<file path="src/logic/sample_buffer_pkg.sv">
// Constants for the sample buffer status block and its register map.
package sample_buffer_pkg;

    // ==========================================================
    // Register word indices; byte address is four times the index
    // ==========================================================
    localparam logic [7:0] IDX_STATUS = 8'h0B;
    localparam logic [7:0] IDX_SETUP_FIRST = 8'h12;
    localparam logic [7:0] IDX_SETUP_SECOND = 8'h13;
    localparam logic [7:0] IDX_DATA_XY = 8'h14;
    localparam logic [7:0] IDX_DATA_Z = 8'h15;
    localparam logic [7:0] IDX_IRQ_STATUS = 8'h16;
    localparam logic [7:0] IDX_IRQ_MASK = 8'h17;
    localparam int WORD_SHIFT = 2;

    // ==========================================================
    // Field layouts
    // ==========================================================
    localparam int ST_WMRK_BIT = 7;
    localparam int ST_OVF_BIT = 6;
    localparam int CNT_W = 6;
    localparam int MODE_LSB = 0;
    localparam int MODE_W = 2;
    localparam int TYPE_BIT = 2;
    localparam int LEVEL_W = 6;
    localparam int FLUSH_BIT = 7;
    localparam int AXIS_W = 12;
    localparam int SAMPLE_W = 3 * AXIS_W;
    localparam int IRQ_W = 2;
    localparam int IRQ_WMRK_BIT = 0;
    localparam int IRQ_OVF_BIT = 1;

    // ==========================================================
    // Encodings and reset values
    // ==========================================================
    localparam logic [1:0] MODE_OFF = 2'h0;
    localparam logic TYPE_FIFO = 1'b0;
    localparam logic TYPE_LIFO = 1'b1;
    localparam logic [1:0] MODE_RESET = 2'h0;
    localparam logic [5:0] LEVEL_RESET = 6'h00;
    localparam logic [1:0] IRQ_MASK_RESET = 2'h0;

endpackage : sample_buffer_pkg

</file>
<file path="src/logic/sample_buffer_status_logic.sv">
// Output sample buffer with fill count, watermark and overrun status.
`timescale 1ns/1ps
`default_nettype none

module sample_buffer_status_logic #(
    parameter int DEPTH = 32
) (
    input wire logic clk,
    input wire logic rst_n,
    input wire logic [7:0] avs_address,
    input wire logic avs_read,
    input wire logic avs_write,
    input wire logic [31:0] avs_writedata,
    input wire logic [3:0] avs_byteenable,
    output logic [31:0] avs_readdata,
    output logic avs_waitrequest,
    input wire logic sample_valid,
    input wire logic [sample_buffer_pkg::AXIS_W-1:0] sample_x,
    input wire logic [sample_buffer_pkg::AXIS_W-1:0] sample_y,
    input wire logic [sample_buffer_pkg::AXIS_W-1:0] sample_z,
    output logic irq
);
    import sample_buffer_pkg::*;

    localparam int PW = $clog2(DEPTH);
    localparam logic [CNT_W-1:0] FULL_COUNT = CNT_W'(DEPTH);
    localparam logic [CNT_W-1:0] CNT_ONE = CNT_W'(1);
    localparam logic [PW-1:0] PTR_ONE = PW'(1);
    // Largest ring whose full count still fits the six-bit field
    localparam int MAX_DEPTH = 2 ** (CNT_W - 1);

    // ==========================================================
    // Elaboration check
    // ==========================================================
    // Count field is six bits and the ring relies on pointer wrap;
    // a depth of one would leave the pointer without any bits
    localparam bit DEPTH_OK = (DEPTH >= 2) && (DEPTH <= MAX_DEPTH)
        && ((DEPTH & (DEPTH - 1)) == 0);
    if (!DEPTH_OK) begin : g_bad
        $error("DEPTH must be a power of two from 2 to 32");
    end

    // ==========================================================
    // State record and register map
    // ==========================================================
    // Ring memory, pointer, flags and bus outputs share one record so
    // that a single register process holds the whole block.
    // Word index (byte address shifted right by two) and contents:
    //   0B status: watermark 7, overrun 6, stored count 5..0, read only
    //   12 setup first: run mode 1..0 (zero is off), read type 2
    //   13 setup second: watermark level 5..0, flush 7 (reads zero)
    //   14 data xy: x 11..0 and y 23..12 of the shown triplet
    //   15 data z: z 11..0 of the shown triplet; reading it pops
    //   16 interrupt status: watermark 0, overrun 1, write one to clear
    //   17 interrupt mask: same layout as the interrupt status
    // Any other index reads zero and ignores writes.
    typedef struct packed {
        logic [DEPTH-1:0][SAMPLE_W-1:0] mem;
        logic [PW-1:0] wr_ptr;
        logic [CNT_W-1:0] count;
        logic [MODE_W-1:0] mode;
        logic rd_type;
        logic [LEVEL_W-1:0] level;
        logic wmrk;
        logic ovf;
        logic [IRQ_W-1:0] irq_status;
        logic [IRQ_W-1:0] irq_mask;
        logic waitrequest;
        logic [31:0] readdata;
        logic irq;
    } state_s;

    state_s cur;
    state_s nxt;

    // ==========================================================
    // Helpers
    // ==========================================================
    // Slot of the sample shown to the host for the current read type.
    // When full the count wraps to zero in the pointer width, so the
    // oldest slot is then the write pointer itself.
    function automatic logic [PW-1:0] shown_slot(
        input logic [PW-1:0] ptr,
        input logic [CNT_W-1:0] cnt,
        input logic lifo
    );
        logic [PW-1:0] slot;
        if (lifo == TYPE_LIFO) begin
            slot = ptr - PTR_ONE;
        end else begin
            slot = ptr - cnt[PW-1:0];
        end
        return slot;
    endfunction : shown_slot

    // Composed status byte, forced to zero while the buffer is off;
    // all three non-zero mode codes run the buffer alike
    function automatic logic [7:0] status_byte(input state_s s);
        logic [7:0] b;
        b = 8'h00;
        if (s.mode != MODE_OFF) begin
            b[CNT_W-1:0] = s.count;
            b[ST_OVF_BIT] = s.ovf;
            b[ST_WMRK_BIT] = s.wmrk;
        end
        return b;
    endfunction : status_byte

    // ==========================================================
    // Next state
    // ==========================================================
    // Strobes of this cycle; pop, push, flush, disable_now, ovf_event and irq_clr cleared at the top of the process
    logic accept;
    logic [7:0] word_idx;
    logic [SAMPLE_W-1:0] shown;
    logic pop;
    logic push;
    logic flush;
    logic disable_now;
    logic ovf_event;
    logic wmrk_rise;
    logic [IRQ_W-1:0] irq_set;
    logic [IRQ_W-1:0] irq_clr;

    always_comb begin
        nxt = cur;
        accept = (avs_read || avs_write) && !cur.waitrequest;
        word_idx = {{WORD_SHIFT{1'b0}}, avs_address[7:WORD_SHIFT]};
        shown = cur.mem[shown_slot(cur.wr_ptr, cur.count, cur.rd_type)];
        pop = 1'b0;
        push = 1'b0;
        flush = 1'b0;
        disable_now = 1'b0;
        ovf_event = 1'b0;
        irq_clr = '0;

        // ======================================================
        // Bus handshake and read data
        // ======================================================
        // One wait cycle per access, then a single accept edge. Side
        // effects (writes, pops) act only at that edge, so a master
        // that holds its request until waitrequest drops acts once;
        // two cycles per access is both the best and the only case.
        nxt.waitrequest = 1'b1;
        if ((avs_read || avs_write) && cur.waitrequest) begin
            nxt.waitrequest = 1'b0;
        end

        // Read data prepared one cycle before the accept edge
        nxt.readdata = 32'h0000_0000;
        if (avs_read && cur.waitrequest) begin
            unique case (word_idx)
                IDX_STATUS: nxt.readdata[7:0] = status_byte(cur);
                IDX_SETUP_FIRST: begin
                    nxt.readdata[MODE_LSB +: MODE_W] = cur.mode;
                    nxt.readdata[TYPE_BIT] = cur.rd_type;
                end
                IDX_SETUP_SECOND: nxt.readdata[LEVEL_W-1:0] = cur.level;
                // Newest or oldest triplet, per read type
                IDX_DATA_XY: begin
                    nxt.readdata[2*AXIS_W-1:0] = shown[2*AXIS_W-1:0];
                end
                IDX_DATA_Z: begin
                    nxt.readdata[AXIS_W-1:0] = shown[SAMPLE_W-1:2*AXIS_W];
                end
                IDX_IRQ_STATUS: nxt.readdata[IRQ_W-1:0] = cur.irq_status;
                IDX_IRQ_MASK: nxt.readdata[IRQ_W-1:0] = cur.irq_mask;
                default: nxt.readdata = 32'h0000_0000;
            endcase
        end

        // ======================================================
        // Register writes and pops
        // ======================================================
        // Register side effects, only at the accept edge; only byte
        // lane zero carries register bits
        if (accept && avs_write && avs_byteenable[0]) begin
            unique case (word_idx)
                IDX_SETUP_FIRST: begin
                    nxt.mode = avs_writedata[MODE_LSB +: MODE_W];
                    nxt.rd_type = avs_writedata[TYPE_BIT];
                    disable_now = (nxt.mode == MODE_OFF);
                end
                IDX_SETUP_SECOND: begin
                    nxt.level = avs_writedata[LEVEL_W-1:0];
                    flush = avs_writedata[FLUSH_BIT];
                end
                IDX_IRQ_STATUS: irq_clr = avs_writedata[IRQ_W-1:0];
                IDX_IRQ_MASK: nxt.irq_mask = avs_writedata[IRQ_W-1:0];
                default: ;
            endcase
        end
        // Z word ends a complete sample readout
        if (accept && avs_read && word_idx == IDX_DATA_Z) begin
            pop = (cur.mode != MODE_OFF) && (cur.count != '0);
        end

        // ======================================================
        // Ring update
        // ======================================================
        // Pop first, then push, so a LIFO pop and push share a slot.
        // The ring never moves data: FIFO finds its oldest entry at the
        // write pointer minus the count, LIFO its newest just below the
        // pointer, so a FIFO pop needs nothing but the lower count.
        if (pop) begin
            nxt.count = nxt.count - CNT_ONE;
            if (cur.rd_type == TYPE_LIFO) begin
                nxt.wr_ptr = nxt.wr_ptr - PTR_ONE;
            end
            nxt.ovf = 1'b0;
        end
        // A triplet landing with a flush or disable is dropped, so no
        // stale sample waits for the host after the buffer restarts
        if (sample_valid && cur.mode != MODE_OFF
            && !flush && !disable_now) begin
            push = (nxt.count < FULL_COUNT);
            // Full: new triplet dropped, count held at full
            ovf_event = !push;
        end
        if (push) begin
            nxt.mem[nxt.wr_ptr] = {sample_z, sample_y, sample_x};
            nxt.wr_ptr = nxt.wr_ptr + PTR_ONE;
            nxt.count = nxt.count + CNT_ONE;
        end
        // Overrun only on a dropped triplet, never while all fit
        if (ovf_event) begin
            nxt.ovf = 1'b1;
        end

        // ======================================================
        // Flags and interrupt
        // ======================================================
        // Flush and disable empty the count and drop both flags.
        // Disabling keeps the ring contents but zeroes the count, so
        // the old triplets cannot be popped, yet the data words still read the slot the pointer selects.
        if (flush) begin
            nxt.count = '0;
            nxt.ovf = 1'b0;
        end
        if (disable_now || nxt.mode == MODE_OFF) begin
            nxt.count = '0;
            nxt.ovf = 1'b0;
        end

        // Watermark follows the count. Level zero never triggers: an
        // empty buffer at its level would interrupt after every enable.
        nxt.wmrk = (nxt.mode != MODE_OFF) && (nxt.level != '0)
            && (nxt.count >= nxt.level);
        if (flush || disable_now) begin
            nxt.wmrk = 1'b0;
        end

        // Sticky interrupt bits; a new event beats a same-cycle clear,
        // so an event landing with a write-one-clear still interrupts
        wmrk_rise = nxt.wmrk && !cur.wmrk;
        irq_set = '0;
        irq_set[IRQ_WMRK_BIT] = wmrk_rise;
        irq_set[IRQ_OVF_BIT] = ovf_event;
        nxt.irq_status = (cur.irq_status & ~irq_clr) | irq_set;
        nxt.irq = |(nxt.irq_status & nxt.irq_mask);
    end

    // ==========================================================
    // State register
    // ==========================================================
    // Reset parks the bus in its wait state with every flag at zero
    always_ff @(posedge clk or negedge rst_n) begin
        if (!rst_n) begin
            cur <= '0;
            cur.mode <= MODE_RESET;
            cur.rd_type <= TYPE_FIFO;
            cur.level <= LEVEL_RESET;
            cur.irq_mask <= IRQ_MASK_RESET;
            cur.waitrequest <= 1'b1;
        end else begin
            cur <= nxt;
        end
    end

    // Outputs straight from the state register
    assign avs_readdata = cur.readdata;
    assign avs_waitrequest = cur.waitrequest;
    assign irq = cur.irq;

endmodule : sample_buffer_status_logic

`default_nettype wire

</file>
<file path="config.mk">
export PLATFORM = sky130hd
export DESIGN_NAME = sample_buffer_status_logic
export DESIGN_NICKNAME = d
export VERILOG_FILES = /design/src/logic/sample_buffer_pkg.sv /design/src/logic/sample_buffer_status_logic.sv
export SDC_FILE = /design/constraint.sdc
export NUM_CORES = 2
export LEC_CHECK = 0
export CAP_MARGIN = 20
export CORE_UTILIZATION = 48
export DETAILED_ROUTE_END_ITERATION = 10
export DONT_BUFFER_PORTS = 1
export PLACE_DENSITY = 0.65
export SKIP_CTS_REPAIR_TIMING = 1
export SYNTH_ARGS = -nofsm -noshare
export SYNTH_HDL_FRONTEND = slang
export SYNTH_SLANG_ARGS = --single-unit
</file>
<file path="constraint.sdc">
create_clock -name clk -period 3.6 [get_ports clk]
set_clock_uncertainty 0.05 [all_clocks]
set_input_delay 0.72 -clock clk [delete_from_list [all_inputs] [get_ports clk]]
set_output_delay 0.72 -clock clk [all_outputs]
set_load 0.005 [all_outputs]
</file>
==> results.toml <==
[sta]
timing.final.crit_share_pct = 98.1
max_slew.worst_pin.slew_ns = 1.39
hold_viol = 0
final.setup.tns_ns = 0
max_freq_ghz = 0.283
rsz0062_at_grt = "true"
slew_headroom_pct = 7.48
post-route-min-period_ns = 3.53
maxSlewViolCount = 0
setup_viol = 0

[grt]
overflow = 0
grt_max_degree = 236
grt_usage_pct = 26.1
antenna_found_initial = 1
grt_pass1_wl_um = 237000
grt_pass1_vias = 36600

[cts]
clockBufferDepth = 3
numClockSinks = 1204
path_clk_slew_ns = 0.06
insertion_delay_ns = 0.75
tritoncts = "built"
cts_buffers = 132
clockRootBuffer = "clkbuf_16"
h-tree-depth = 4

[routing]
drtAntennaViolNets = 0
drt-pass1-iter-count = 6
wl_um = 156000
drtIter0Drc = 3212
vias = 36000
post_drt_wl_per_cell_um = 26.1
viasPerCell = 6.02
drc_errors = 0

[worst_setup_path]
end_kind = "flip-flop"
ff2ff_setup_slack_ns = 0.07
required_ns = 4.21
worst-setup-path-type = "flip-flop to flip-flop"
arrival_ns = 4.14
critical_path_peak_fanout = 42
regToRegStartpoint = "cur[51]$_DFF_PN0_"
crit_start = "cur[51]$_DFF_PN0_"
startpoint_type = "flip-flop"

[logic_synthesis]
synth_top_area_share_pct = 52.9
netlist_area_mm2 = 0.0569
synth_flop_cell = "dfrtp_1"
netlist_instances = 4324
synth_edf_count = 0
yosysWarnings = 0
yosysTopAreaCell = "dfrtp_1"
yosysSeqAreaShare_pct = 53.0
synth_cell_type_count = 77
ys_ff_latch = 1204
synth_area_leaders = "dfrtp_1, mux2_2, mux4_2"
synthArstFlopShare_pct = 100
avgSynthCellArea_um2 = 13.2

[pwr]
irDropWorstVdd_uv = 563
p_leak_nw = 31.3
p_per_area_mw_per_mm2 = 556

[layout]
postLayoutCellArea_mm2 = 0.0654
fin_cells = 5987
drive_gt1_share_pct = 42.2
layout.cells.most_common_list = "dfrtp_1, mux2_2, nand2_1"
diodes = 0
final_nets = 4462
areaGrowthSynthToFinish_pct = 14.9
final_common_cell = "dfrtp_1"
post-route-util_pct = 55.9

[floorplan]
die_w_um = 346
fp.coreArea_mm2 = 0.117
fp.dieH_um = 346
ios = 119
die_area_mm2 = 0.120
start_util_pct = 48.7
rows = 125

[job]
drv_cap = 0

[outcome]
status = "completed"

[placed_design]
post_dp_cell_area_mm2 = 0.0606
hpwlAfterDp_um = 94800
gp_congestion = 0.862
port_buffers = 0
dp_cells = 5731

[min_path]
holdCritStartpoint = "sample_z[11]"
hold_path.class = "input pin to flip-flop"
## area by class of cell
class | count | area [um^2]
Fill cell | 9435 | 51500
Tap cell | 1524 | 1910
Sequential cell | 1204 | 30100
Multi-Input combinational cell | 2701 | 25000
Clock inverter | 37 | 415
Timing Repair Buffer | 302 | 3890
Clock buffer | 202 | 3970
Inverter | 17 | 63.8
## state kept, by name, indices dropped and copies added (netlist names)
name,count
cur,1178
avs_readdata,24
avs_waitrequest,1
irq,1
## where the power goes
part / switching, mW / total [mW] / leakage [nW] / internal, mW
combinational: 5.10 / 8.57 / 12.4 / 3.48
sequential: 0.218 / 14.2 / 16.8 / 14.0
clock: 5.55 / 13.6 / 2.16 / 8.05
total: 10.9 / 36.4 / 31.3 / 25.5
## worst max-delay path, cell delays in order (launching register included)
cell	delay (ns)
dfrtp_1	0.46
inv_1	0.13
ha_1	0.40
a21oi_1	0.12
a221oi_1	0.28
o211ai_1	0.13
buf_4	0.19
xor2_4	0.21
buf_12	0.33
nand2b_1	0.24
buf_4	0.22
or3_1	0.46
nand3_1	0.20
## worst paths after layout
| path | endpoint | cells past startpoint |
|---|---|---|
| max in group asynchronous | cur[106]$_DFFE_PN0P_ | 6 |
| worst max register to register | avs_readdata[1]$_DFF_PN0_ | 12 |
| min in group asynchronous | cur[640]$_DFFE_PN0P_ | 2 |
| worst min-delay path | cur[707]$_DFFE_PN0P_ | 1 |
| worst min register to register | cur[1195]$_DFFE_PN0P_ | 1 |
| worst max-delay path | avs_readdata[1]$_DFF_PN0_ | 12 |
## Yosys cell counts, types with 36 or more instances
library cell	n
nand3_1	253
dfrtp_1	1203
mux2i_1	195
buf_2	112
buf_4	65
and3_1	37
a311oi_1	42
buf_1	36
mux2_2	1154
mux4_2	146
a21oi_1	38
nand2_1	526
clkbuf_1	171
## per-layer routing
metal	GRT usage, %	vias to the layer above	share of wire, %
li1	-	15600	-
met3	4.08	226	5.6
met5	0	-	0.0051
met2	41.1	972	47
met4	6.90	2	2.3
met1	37.7	19300	45
## metrics by stage
step	setup slack, ns	power, mW	hold slack (ns)
detailed placement	-0.151	22.7	0.384
CTS	-0.176	36.4	-0.427
global route	-0.0486	37.7	0.0425
finish	0.0689	36.4	0.0650
global placement	-0.183	22.7	0.383
floorplan	-0.173	19.4	0.374
## logic make-up after synthesis
logic type | count (synthesis) | share of synthesized area [%]
muxes | 1503 | 32.2
AOI/OAI and AO/OA | 183 | 2.33
xor gates and xnor gates | 22 | 0.385
and+or+nand+nor | 966 | 7.83
buffers and inverters | 426 | 3.82
DFF | 1204 | 53.0
other | 1 | 0.00659
adders and majority gates | 19 | 0.431
No activity file was read; power rests on OpenSTA's default activity.
